### config.mk
export PLATFORM = sky130hd
export DESIGN_NAME = host_port_and_modem_pin_map
export DESIGN_NICKNAME = d
export VERILOG_FILES = /design/src/host_port_and_modem_pin_map.v /design/src/sync_stage.v /design/src/modem_pin_group.v
export VERILOG_INCLUDE_DIRS = /design/src /design/src/src
export SDC_FILE = /design/constraint.sdc
export NUM_CORES = 1
export LEC_CHECK = 0
export BUFFER_PORTS_ARGS = -buffer_cell sky130_fd_sc_hd__buf_2
export CAP_MARGIN = 25
export CORE_MARGIN = 1
export CORE_UTILIZATION = 45
export DETAILED_ROUTE_END_ITERATION = 6
export PLACE_DENSITY = 0.89
export SYNTH_ARGS = -nofsm -noshare
export SYNTH_HDL_FRONTEND = slang
export SYNTH_SLANG_ARGS = --single-unit
### constraint.sdc
create_clock -name sys_clk -period 1.8 [get_ports sys_clk]
set_input_delay 0.36 -clock sys_clk [delete_from_list [all_inputs] [get_ports sys_clk]]
set_output_delay 0.36 -clock sys_clk [all_outputs]
set_load 0.01 [all_outputs]
### src/pin_map_defs.vh
// bit positions and fixed values shared by the pin map files
`ifndef PIN_MAP_DEFS_VH
`define PIN_MAP_DEFS_VH

// modem status register bits
`define MSR_DCTS      0
`define MSR_DDSR      1
`define MSR_TERI      2
`define MSR_DCD       3
`define MSR_CTS       4
`define MSR_DSR       5
`define MSR_RI        6
`define MSR_CD        7

// modem control register bits
`define MCR_DTR       0
`define MCR_RTS       1

// enhanced feature register bits
`define EFR_AUTO_RTS  6
`define EFR_AUTO_CTS  7

// interrupt enable register bits
`define IER_RX_DATA   0
`define IER_TX_SPACE  1
`define IER_RX_ERROR  2
`define IER_MODEM     3

// io control register bits
`define IOC_MODEM     2

// role of each pin inside a four-pin modem group
`define GRP_DSR       0
`define GRP_DTR       1
`define GRP_CD        2
`define GRP_RI        3

// pin group offsets
`define CHB_BASE      0
`define CHA_BASE      4

`endif

### src/host_port_and_modem_pin_map.v
// host port role selection, flow control pins, interrupt pin and shared modem pins
`timescale 1ns/1ps
`include "pin_map_defs.vh"
// Functional notes
// - strap high selects i2c target, low spi
// - addr1 pin: spi data in, or address
// - spi data out driven only while transmitting
// - sda open drain in i2c, ignored in spi
// - one clock pin serves both host ports
// - clear to send shown in status bit 4
// - clear to send gates transfer only if enabled
// - interrupt open drain, only enabled sources
// - pin, error, data, space, modem events interrupt
// - reset pin active low resets logic
// - control bit 1 drives request low
// - eight pins: gpio or modem, b low half
// - io control bit 2 selects modem function
// - request high after reset, auto when enabled
// - addr0 pin: spi chip select or address
module host_port_and_modem_pin_map (
  input  wire       sys_clk,
  input  wire       srst,
  input  wire       reset_pin_n,
  input  wire       host_sel_strap,
  input  wire       link_clk_pin,
  input  wire       serial_in_or_addr1,
  input  wire       chip_select_or_addr0,
  output wire       spi_out_pin,
  output wire       spi_out_oe_n,
  input  wire       sda_in,
  output wire       sda_out,
  output wire       sda_oe_n,
  input  wire       irq_in,
  output wire       irq_out,
  output wire       irq_oe_n,
  input  wire       clear_to_send_a_n,
  input  wire       clear_to_send_b_n,
  output wire       request_to_send_a_n,
  output wire       request_to_send_b_n,
  input  wire [7:0] shared_pin_in,
  output wire [7:0] shared_pin_out,
  output wire [7:0] shared_pin_oe_n,
  output wire       host_is_i2c,
  output wire [1:0] i2c_addr_sel,
  output wire       spi_selected,
  output wire       spi_data_in,
  output wire       spi_clk_rise,
  output wire       spi_clk_fall,
  output wire       i2c_clk_level,
  output wire       i2c_clk_rise,
  output wire       i2c_clk_fall,
  output wire       i2c_data_level,
  input  wire       i2c_data_pull_low,
  input  wire       spi_tx_data,
  input  wire       spi_tx_active,
  output wire       logic_reset,
  output wire       irq_line_low,
  input  wire [7:0] io_control_reg,
  input  wire [7:0] gpio_dir,
  input  wire [7:0] gpio_out_val,
  input  wire [7:0] gpio_int_enable,
  input  wire       gpio_state_read,
  output wire [7:0] gpio_state,
  output wire [7:0] gpio_change,
  input  wire [7:0] modem_control_reg_a,
  input  wire [7:0] modem_control_reg_b,
  input  wire [7:0] enhanced_feature_reg_a,
  input  wire [7:0] enhanced_feature_reg_b,
  input  wire [7:0] interrupt_enable_reg_a,
  input  wire [7:0] interrupt_enable_reg_b,
  input  wire       modem_status_read_a,
  input  wire       modem_status_read_b,
  output wire [7:0] modem_status_reg_a,
  output wire [7:0] modem_status_reg_b,
  output wire       tx_allowed_a,
  output wire       tx_allowed_b,
  input  wire       rx_room_a,
  input  wire       rx_room_b,
  input  wire       rx_avail_a,
  input  wire       rx_avail_b,
  input  wire       tx_space_a,
  input  wire       tx_space_b,
  input  wire       rx_error_a,
  input  wire       rx_error_b
);
  localparam NPIN = 8;

  wire            reset_pin_s;
  wire            strap_s;
  wire            link_clk_s;
  wire            si_s;
  wire            cs_s;
  wire            sda_s;
  wire            irq_s;
  wire            cts_a_s;
  wire            cts_b_s;
  wire [NPIN-1:0] pins_s;
  wire            rst;
  wire            modem_mode;
  wire [7:0]      msr_a;
  wire [7:0]      msr_b;
  wire            modem_evt_a;
  wire            modem_evt_b;

  reg             host_is_i2c_ff;
  reg             link_clk_d_ff;
  reg [1:0]       addr_sel_ff;
  reg             spi_sel_ff;
  reg             spi_in_ff;
  reg             spi_rise_ff;
  reg             spi_fall_ff;
  reg             i2c_lvl_ff;
  reg             i2c_rise_ff;
  reg             i2c_fall_ff;
  reg             i2c_data_ff;
  reg             so_out_ff;
  reg             so_oe_n_ff;
  reg             sda_oe_n_ff;
  reg             irq_oe_n_ff;
  reg             irq_low_ff;
  reg [NPIN-1:0]  gpio_state_ff;
  reg [NPIN-1:0]  gpio_change_ff;
  reg [NPIN-1:0]  nxt_gpio_change;
  reg             nxt_irq;
  reg             clk_rise;
  reg             clk_fall;
  reg             strap_meta_ff;
  reg             strap_sync_ff;

  // strap synchroniser has no reset so the strap is settled before srst releases
  always @(posedge sys_clk) begin
    strap_meta_ff <= host_sel_strap;
    strap_sync_ff <= strap_meta_ff;
  end

  assign strap_s = strap_sync_ff;

  // pin inputs pass two flip-flops before any logic reads them
  sync_stage #(.WIDTH(1), .RST_VAL(1)) u_sync_reset (
    .sys_clk (sys_clk),
    .srst    (srst),
    .d       (reset_pin_n),
    .q       (reset_pin_s)
  );

  sync_stage #(.WIDTH(7), .RST_VAL(7'h7F)) u_sync_host (
    .sys_clk (sys_clk),
    .srst    (srst),
    .d       ({link_clk_pin, serial_in_or_addr1, chip_select_or_addr0,
                sda_in, irq_in, clear_to_send_a_n, clear_to_send_b_n}),
    .q       ({link_clk_s, si_s, cs_s, sda_s, irq_s, cts_a_s, cts_b_s})
  );

  sync_stage #(.WIDTH(NPIN), .RST_VAL(255)) u_sync_pins (
    .sys_clk (sys_clk),
    .srst    (srst),
    .d       (shared_pin_in),
    .q       (pins_s)
  );

  assign rst        = srst | ~reset_pin_s;
  assign modem_mode = io_control_reg[`IOC_MODEM];

  // link clock edges found from the synchronised level
  always @* begin
    clk_rise = link_clk_s & ~link_clk_d_ff;
    clk_fall = ~link_clk_s & link_clk_d_ff;
  end

  // interrupt sources gated by their enables
  always @* begin
    nxt_gpio_change = gpio_state_read ? {NPIN{1'h0}} : gpio_change_ff;
    nxt_gpio_change = nxt_gpio_change | ((pins_s ^ gpio_state_ff) & ~gpio_dir); // set wins
    nxt_irq = (|(gpio_change_ff & gpio_int_enable))
            | (interrupt_enable_reg_a[`IER_RX_DATA]  & rx_avail_a)
            | (interrupt_enable_reg_a[`IER_TX_SPACE] & tx_space_a)
            | (interrupt_enable_reg_a[`IER_RX_ERROR] & rx_error_a)
            | (interrupt_enable_reg_a[`IER_MODEM]    & modem_evt_a)
            | (interrupt_enable_reg_b[`IER_RX_DATA]  & rx_avail_b)
            | (interrupt_enable_reg_b[`IER_TX_SPACE] & tx_space_b)
            | (interrupt_enable_reg_b[`IER_RX_ERROR] & rx_error_b)
            | (interrupt_enable_reg_b[`IER_MODEM]    & modem_evt_b);
  end

  always @(posedge sys_clk) begin
    if (rst) begin
      host_is_i2c_ff <= strap_s;
      link_clk_d_ff  <= link_clk_s; // no false edge on release
      addr_sel_ff    <= 2'h0;
      spi_sel_ff     <= 1'h0;
      spi_in_ff      <= 1'h0;
      spi_rise_ff    <= 1'h0;
      spi_fall_ff    <= 1'h0;
      i2c_lvl_ff     <= 1'h1;
      i2c_rise_ff    <= 1'h0;
      i2c_fall_ff    <= 1'h0;
      i2c_data_ff    <= 1'h1;
      so_out_ff      <= 1'h0;
      so_oe_n_ff     <= 1'h1;
      sda_oe_n_ff    <= 1'h1;
      irq_oe_n_ff    <= 1'h1;
      irq_low_ff     <= 1'h0;
      gpio_state_ff  <= pins_s; // no false change flags on release
      gpio_change_ff <= {NPIN{1'h0}};
    end else begin
      link_clk_d_ff  <= link_clk_s;
      if (host_is_i2c_ff) begin
        addr_sel_ff    <= {si_s, cs_s};
        spi_sel_ff     <= 1'h0;
        spi_in_ff      <= 1'h0;
        spi_rise_ff    <= 1'h0;
        spi_fall_ff    <= 1'h0;
        i2c_lvl_ff     <= link_clk_s;
        i2c_rise_ff    <= clk_rise;
        i2c_fall_ff    <= clk_fall;
        i2c_data_ff    <= sda_s;
        so_out_ff      <= 1'h0;
        so_oe_n_ff     <= 1'h1;
        sda_oe_n_ff    <= ~i2c_data_pull_low;
      end else begin
        addr_sel_ff    <= 2'h0;
        spi_sel_ff     <= ~cs_s;
        spi_in_ff      <= si_s;
        spi_rise_ff    <= clk_rise & ~cs_s;
        spi_fall_ff    <= clk_fall & ~cs_s;
        i2c_lvl_ff     <= 1'h1;
        i2c_rise_ff    <= 1'h0;
        i2c_fall_ff    <= 1'h0;
        i2c_data_ff    <= 1'h1;
        so_out_ff      <= spi_tx_data;
        so_oe_n_ff     <= ~(spi_tx_active & ~cs_s);
        sda_oe_n_ff    <= 1'h1;
      end
      irq_oe_n_ff    <= ~nxt_irq;
      irq_low_ff     <= ~irq_s;
      gpio_state_ff  <= pins_s;
      gpio_change_ff <= nxt_gpio_change;
    end
  end

  // channel b owns pins 0 to 3, channel a pins 4 to 7
  modem_pin_group u_chan_b (
    .sys_clk     (sys_clk),
    .rst         (rst),
    .modem_mode  (modem_mode),
    .gpio_dir    (gpio_dir[`CHB_BASE+3:`CHB_BASE]),
    .gpio_out    (gpio_out_val[`CHB_BASE+3:`CHB_BASE]),
    .pin_in      (pins_s[`CHB_BASE+3:`CHB_BASE]),
    .cts_n       (cts_b_s),
    .modem_control_reg         (modem_control_reg_b),
    .enhanced_feature_reg         (enhanced_feature_reg_b),
    .msr_read    (modem_status_read_b),
    .rx_room     (rx_room_b),
    .pin_out     (shared_pin_out[`CHB_BASE+3:`CHB_BASE]),
    .pin_oe_n    (shared_pin_oe_n[`CHB_BASE+3:`CHB_BASE]),
    .rts_n       (request_to_send_b_n),
    .tx_allowed  (tx_allowed_b),
    .modem_status_reg         (msr_b),
    .modem_event (modem_evt_b)
  );

  modem_pin_group u_chan_a (
    .sys_clk     (sys_clk),
    .rst         (rst),
    .modem_mode  (modem_mode),
    .gpio_dir    (gpio_dir[`CHA_BASE+3:`CHA_BASE]),
    .gpio_out    (gpio_out_val[`CHA_BASE+3:`CHA_BASE]),
    .pin_in      (pins_s[`CHA_BASE+3:`CHA_BASE]),
    .cts_n       (cts_a_s),
    .modem_control_reg         (modem_control_reg_a),
    .enhanced_feature_reg         (enhanced_feature_reg_a),
    .msr_read    (modem_status_read_a),
    .rx_room     (rx_room_a),
    .pin_out     (shared_pin_out[`CHA_BASE+3:`CHA_BASE]),
    .pin_oe_n    (shared_pin_oe_n[`CHA_BASE+3:`CHA_BASE]),
    .rts_n       (request_to_send_a_n),
    .tx_allowed  (tx_allowed_a),
    .modem_status_reg         (msr_a),
    .modem_event (modem_evt_a)
  );

  assign host_is_i2c        = host_is_i2c_ff;
  assign i2c_addr_sel       = addr_sel_ff;
  assign spi_selected       = spi_sel_ff;
  assign spi_data_in        = spi_in_ff;
  assign spi_clk_rise       = spi_rise_ff;
  assign spi_clk_fall       = spi_fall_ff;
  assign i2c_clk_level      = i2c_lvl_ff;
  assign i2c_clk_rise       = i2c_rise_ff;
  assign i2c_clk_fall       = i2c_fall_ff;
  assign i2c_data_level     = i2c_data_ff;
  assign spi_out_pin        = so_out_ff;
  assign spi_out_oe_n       = so_oe_n_ff;
  assign sda_out            = 1'h0;
  assign sda_oe_n           = sda_oe_n_ff;
  assign irq_out            = 1'h0;
  assign irq_oe_n           = irq_oe_n_ff;
  assign irq_line_low       = irq_low_ff;
  assign logic_reset        = rst;
  assign gpio_state         = gpio_state_ff;
  assign gpio_change        = gpio_change_ff;
  assign modem_status_reg_a = msr_a;
  assign modem_status_reg_b = msr_b;
endmodule

### src/sync_stage.v
// two flip-flop synchroniser for pin levels
`timescale 1ns/1ps
module sync_stage #(
  parameter WIDTH    = 1,
  parameter RST_VAL  = 0
) (
  input  wire             sys_clk,
  input  wire             srst,
  input  wire [WIDTH-1:0] d,
  output wire [WIDTH-1:0] q
);
  reg [WIDTH-1:0] meta_ff;
  reg [WIDTH-1:0] q_ff;

  always @(posedge sys_clk) begin
    if (srst) begin
      meta_ff <= RST_VAL[WIDTH-1:0];
      q_ff    <= RST_VAL[WIDTH-1:0];
    end else begin
      meta_ff <= d;
      q_ff    <= meta_ff;
    end
  end

  assign q = q_ff;
endmodule

### src/modem_pin_group.v
// one channel: four shared pins, clear/request to send and modem status
`timescale 1ns/1ps
`include "pin_map_defs.vh"
module modem_pin_group (
  input  wire       sys_clk,
  input  wire       rst,
  input  wire       modem_mode,
  input  wire [3:0] gpio_dir,
  input  wire [3:0] gpio_out,
  input  wire [3:0] pin_in,
  input  wire       cts_n,
  input  wire [7:0] modem_control_reg,
  input  wire [7:0] enhanced_feature_reg,
  input  wire       msr_read,
  input  wire       rx_room,
  output wire [3:0] pin_out,
  output wire [3:0] pin_oe_n,
  output wire       rts_n,
  output wire       tx_allowed,
  output wire [7:0] modem_status_reg,
  output wire       modem_event
);
  reg [3:0] pin_out_ff;
  reg [3:0] pin_oe_n_ff;
  reg       rts_n_ff;
  reg       tx_allowed_ff;
  reg [3:0] state_ff;
  reg [3:0] delta_ff;
  reg [3:0] nxt_state;
  reg [3:0] nxt_delta;
  reg [3:0] nxt_out;
  reg [3:0] nxt_oe_n;
  reg       cts_on;

  always @* begin
    cts_on = ~cts_n;
    nxt_state[0] = cts_on;
    nxt_state[1] = modem_mode & ~pin_in[`GRP_DSR];
    nxt_state[2] = modem_mode & ~pin_in[`GRP_RI];
    nxt_state[3] = modem_mode & ~pin_in[`GRP_CD];
    nxt_delta    = msr_read ? 4'h0 : delta_ff;
    nxt_delta[0] = nxt_delta[0] | (nxt_state[0] ^ state_ff[0]);
    nxt_delta[1] = nxt_delta[1] | (nxt_state[1] ^ state_ff[1]);
    nxt_delta[2] = nxt_delta[2] | (state_ff[2] & ~nxt_state[2]);
    nxt_delta[3] = nxt_delta[3] | (nxt_state[3] ^ state_ff[3]);
    if (modem_mode) begin
      nxt_out  = 4'h0;
      nxt_oe_n = 4'hF;
      nxt_out[`GRP_DTR]  = ~modem_control_reg[`MCR_DTR];
      nxt_oe_n[`GRP_DTR] = 1'h0;
    end else begin
      nxt_out  = gpio_out;
      nxt_oe_n = ~gpio_dir;
    end
  end

  always @(posedge sys_clk) begin
    if (rst) begin
      pin_out_ff    <= 4'h0;
      pin_oe_n_ff   <= 4'hF;
      rts_n_ff      <= 1'h1;
      tx_allowed_ff <= 1'h0;
      state_ff      <= 4'h0;
      delta_ff      <= 4'h0;
    end else begin
      pin_out_ff    <= nxt_out;
      pin_oe_n_ff   <= nxt_oe_n;
      rts_n_ff      <= ~(modem_control_reg[`MCR_RTS] | (enhanced_feature_reg[`EFR_AUTO_RTS] & rx_room));
      tx_allowed_ff <= ~enhanced_feature_reg[`EFR_AUTO_CTS] | cts_on;
      state_ff      <= nxt_state;
      delta_ff      <= nxt_delta; // set wins over the read clear
    end
  end

  assign pin_out     = pin_out_ff;
  assign pin_oe_n    = pin_oe_n_ff;
  assign rts_n       = rts_n_ff;
  assign tx_allowed  = tx_allowed_ff;
  assign modem_status_reg         = {state_ff[3], state_ff[2], state_ff[1], state_ff[0], delta_ff};
  assign modem_event = |delta_ff;
endmodule

### Word-level counts from Yosys, hierarchy flattened

Index checks and enable logic that the tools add are counted.

| operators by class | value |
|---|---|
| add/sub/neg operators | 0 |
| $mul | 0 |
| divide/modulo/power cells | 0 |
| magnitude comparators | 0 |
| equal/unequal tests | 0 |
| shift operators | 0 |
| mux-type cells | 7 |
| bitwise operators | 82 |
| reductions and logical operators | 6 |

Operators by type and width:

| cell | number |
|---|---|
| 1-bit inverter | 25 |
| 1-bit bitwise AND | 23 |
| 1-bit OR | 21 |
| 8-bit bitwise AND | 2 |
| 2-bit two-way mux | 4 |
| 4-bit two-way mux | 2 |
| 8-bit two-way mux | 1 |
| 4-bit inverter | 2 |
| 8-bit inverter | 1 |
| 8-bit OR | 1 |
| 4-bit OR reduction | 2 |
| 8-bit OR reduction | 1 |
| 8-bit bitwise XOR | 1 |
| 2-bit OR reduction | 3 |
| 1-bit bitwise XOR | 6 |

| storage, ports and cells | value |
|---|---|
| bits in registers | 103 |
| latch bits | 0 |
| RAM bits | 0 |
| ROM bits | 0 |
| word-level logic and storage cells | 137 |
| memories | 0 |

### Depth between registers and ports, before layout

| logic depth | value |
|---|---|
| depth in word-level cells | 11 |
| mapped depth | 5 |

### Hierarchy

From an unflattened synthesis, not the netlist that was laid out.

| unflattened totals | value |
|---|---|
| cell total of the unflattened synthesis | 275 |
| area total of the unflattened synthesis | 3,111.7 um2 |

By module, submodules not included:

| module | instances | cells an instance | area an instance (um2) | seq. area each (um2) |
|---|---|---|---|---|
| modem_pin_group | 2 | 53 | 564.3 | 360.3 |
| host_port_and_modem_pin_map | 1 | 103 | 1,119.8 | 710.7 |
| sync_stage (u_sync_pins) | 1 | 33 | 431.7 | 320.3 |
| sync_stage (u_sync_host) | 1 | 29 | 379.1 | 280.3 |
| sync_stage (u_sync_reset) | 1 | 4 | 52.6 | 40.0 |

### Worst setup path after synthesis

Ideal clock, no wire load.

| timing path | value |
|---|---|
| kind | input to output |
| from | in srst |
| to | out logic_reset |
| data arrival time | 720 ps |
| path slack | 720 ps |
| stages | 3 |
| path buffers | 1 |
| cells stage by stage | nor2b_4 > inv_2 > buf_2 |

| between the ends | value |
|---|---|
| longest elaborated chain between the ends | 1 |

RTL lines:

| what | line | source |
|---|---|---|
| from (decl) | host_port_and_modem_pin_map.v:22 | `input wire srst,` |
| 1-bit OR | host_port_and_modem_pin_map.v:161 | `assign rst = srst \| ~reset_pin_s;` |
| to (decl) | host_port_and_modem_pin_map.v:56 | `output wire logic_reset,` |

Every way passes these cells.

### Worst setup path in the final report

| timing path | value |
|---|---|
| from | reg u_sync_reset.q_ff (netlist: u_sync_reset.q) |
| to | out logic_reset |

| between the ends | value |
|---|---|
| longest elaborated chain between the ends | 2 |

RTL lines:

| what | line | source |
|---|---|---|
| from (decl) | sync_stage.v:13 | `reg [WIDTH-1:0] q_ff;` |
| from (signal assigned) | sync_stage.v:18 | `q_ff <= RST_VAL[WIDTH-1:0];` |
| from (signal assigned) | sync_stage.v:21 | `q_ff <= meta_ff;` |
| 1-bit inverter | host_port_and_modem_pin_map.v:161 |  |
| 1-bit OR | host_port_and_modem_pin_map.v:161 |  |

Every way passes these cells.

==> summary.txt <==
Finish
  – Most common cell after layout, fill and taps aside: buf_2
  – Layout area overhead: 31.2%
  – Fill cells: 568
  – Layout cells sized above 1: 0.473
  – Design Area, Final: 4030 um^2
  – Fin nets: 535
  – Diodes inserted: 0
  – Fin cells: 504
  – Most frequent cells in the layout: 142 x buf_2, 102 x dfxtp_1, 35 x nor2_1, 34 x or2_2, 20 x a21oi_1
  – Multi-input logic area: 935 um^2
  – Reg area: 2070 um^2

STA
  – WHS: 111 ps
  – F_max: 597 MHz
  – Period utilisation layout: 0.931
  – Max-slew headroom: 0.603
  – Unrepaired setup endpoints after global routing: false
  – Fin. Hold Viols: 0
  – Clock Skews: 11.6 ps
  – Slew Limit Fails: 0
  – Tightest Pin Transition: 587 ps
  – Final setup fails: 0
  – Final TNS setup: 0 ps
  – Period minus WS final: 1680 ps

Outcome
  – Status: complete, but fails checks
  – Failing checks: DRC

Clocking
  – Setup Buffers After CTS: 0
  – Clock Latency Late Sink: 350 ps
  – CTS sink count: 103
  – CTS Hold Bufs: 0
  – Root Driver: clkbuf_8
  – Post_cts resized: 0
  – Cts bufs inserted: 9
  – CTS tree: done
  – Clock buffer depth: 2
  – H-Tree Depth: 3
  – Worst-path clk slew: 100 ps

Synthesis
  – Post-Synth XOR/XNOR Area: 0.0400
  – Synth warn: 0
  – Adder-cell share of the synthesized area: 0
  – Seq/Total Area, Yosys: 0.675
  – Complex-gate fraction of the synthesized area: 0.0701
  – Largest family of logic cells by synthesized area: simple AND/OR/NAND/NOR gates
  – Post-synthesis mux area share: 0
  – Synthesized area: 3070 um^2
  – Synthesis-stage register bit count: 103
  – Syn Inst Count: 276
  – Synth unique cells: 29
  – Synth Area in Simple Gates: 0.192
  – Synthesized area per cell: 11.1 um^2

Global routing
  – Remaining Overflow, GRT: 0
  – First-pass GRT wire length: 10500 um
  – Vias in the first global route: 2220
  – Overall Global Routing Usage: 0.191
  – Largest net degree at the start of global routing: 33
  – Initial antenna violation count: 0

Critical path
  – Critical Path Sink Type: primary output
  – Worst path max stage delay: 320 ps
  – Worst R2R Setup Slack: 470 ps
  – CP Data Arrival Time: 1320 ps
  – Crit-path cells: nor2b_4 > inv_2 > buf_2
  – Startpoint Class: flop
  – Kind of critical path: flop to primary output
  – Worst path required time: 1440 ps
  – Crit path max fanout: 18
  – Worst path slowest cell: inv_2

Pwr
  – P per Cell Area: 1010 nW/um^2
  – Leakage power: 1.88 nW
  – VDD IR max: 0.495 mV

Floorplan
  – # IOs: 184
  – Die Width: 84.6 um
  – Initial Util: 0.475
  – Die Height: 84.6 um
  – Cell row count: 29
  – DIE AREA: 7150 um^2
  – Core Area: 6460 um^2

Min path
  – Min-delay worst type: input pin to flop

Place
  – Port Buffers: 142
  – HPWL Detailed: 5020 um
  – Placed cell count: 488
  – Area after DPL: 3850 um^2
  – Global placement routability congestion: 0.808

Routing
  – Drt pass-1 iters: 7
  – Remaining DRCs: 15
  – Iteration-0 DRC Markers: 78
  – Via/cell ratio: 4.63
  – Total Routed Length: 6590 um
  – DR vias: 2334
  – Post-DR wirelength/cell: 13.1 um
  – Antenna Nets Post-Route: 0

Flow run
  – MaxCap Viol Count: 0
-- cell usage after synthesis --
library cell	number	area, um^2
a22o_1	2	17.5
dfxtp_1	102	2040
nand3_1	2	10.0
buf_4	2	15.0
inv_1	1	3.75
nor2b_4	1	13.8
nand2b_1	10	62.6
o41ai_1	2	17.5
nand2_1	11	41.3
a21o_1	2	15.0
a21oi_1	20	100
nand4_1	1	6.26
a221oi_1	2	17.5
and3_1	8	50.1
conb_1	1	3.75
xnor2_1	12	105
nor2_1	35	131
nor2_4	1	11.3
nor3_2	1	10.0
a22oi_1	3	22.5
buf_2	5	25.0
inv_2	2	7.51
nor3b_1	2	15.0
nor4_2	2	25.0
o21ai_0	5	25.0
or2_2	34	213
edfxtp_1	1	30.0
xor2_1	2	17.5
clkbuf_1	4	15.0
-- per-layer routing --
metal	vias up	track usage	part of all wire
li1	1182	-	-
met1	1035	0.215	0.40
met2	102	0.336	0.50
met3	15	0.0521	0.073
met4	0	0.0878	0.024
met5	-	0	0
-- cell families after synthesis --
kind of cell              Yosys count
other                               1
AOI/OAI and AO/OA                  36
DFF                               103
buffers and inverters              14
and+or+nand+nor                   108
xor gates and xnor gates           14
-- flip-flops by register name (all words and copies together), names as in the netlist, 4 cells and up --
name,count
gpio_change,8
gpio_state,8
u_chan_a.delta_ff,4
u_chan_a.pin_oe_n,4
u_chan_a.pin_out,4
u_chan_a.state_ff,4
u_chan_b.delta_ff,4
u_chan_b.pin_oe_n,4
u_chan_b.pin_out,4
u_chan_b.state_ff,4
u_sync_host.meta_ff,7
u_sync_host.q,7
u_sync_pins.meta_ff,8
u_sync_pins.q,8
-- final timing paths --
path,from,end,cells after the start
max,u_sync_reset.q,logic_reset,3
min,host_sel_strap,strap_meta_ff,1
max reg2reg,u_chan_b.delta_ff[1],irq_oe_n,3
min reg2reg,strap_meta_ff,strap_s,0
-- layout make-up --
type                            instances  area share
Sequential cell                       103       0.514
Inverter                                3     0.00280
Multi-Input combinational cell        160       0.232
Clock inverter                          7      0.0140
Clock buffer                            9      0.0308
Timing Repair Buffer                  145       0.182
Tap cell                               77      0.0239
-- metrics by stage --
| step | utilization | total power [mW] | worst slack [ps] |
|---|---|---|---|
| floorplan | - | 2.64 | 720 |
| detailed placement | 0.596 | 2.83 | 368 |
| finish | 0.624 | 4.06 | 125 |
| global route | 0.624 | 4.25 | 36.8 |
| global placement | 0.596 | 2.81 | 381 |
| CTS | 0.624 | 4.10 | 101 |
-- critical path, delay by kind of cell, from the launching register on --
family / cells / cell delay [ps]
buffers and inverters: 2 / 540
flip-flops: 1 / 310
AND/OR/NAND/NOR: 1 / 120
-- report_power, final --
part | switching (mW) | internal, mW
clock network | 0.774 | 0.517
registers | 0.0482 | 2.38
logic | 0.169 | 0.174
Power figures use the tool's default switching activity.
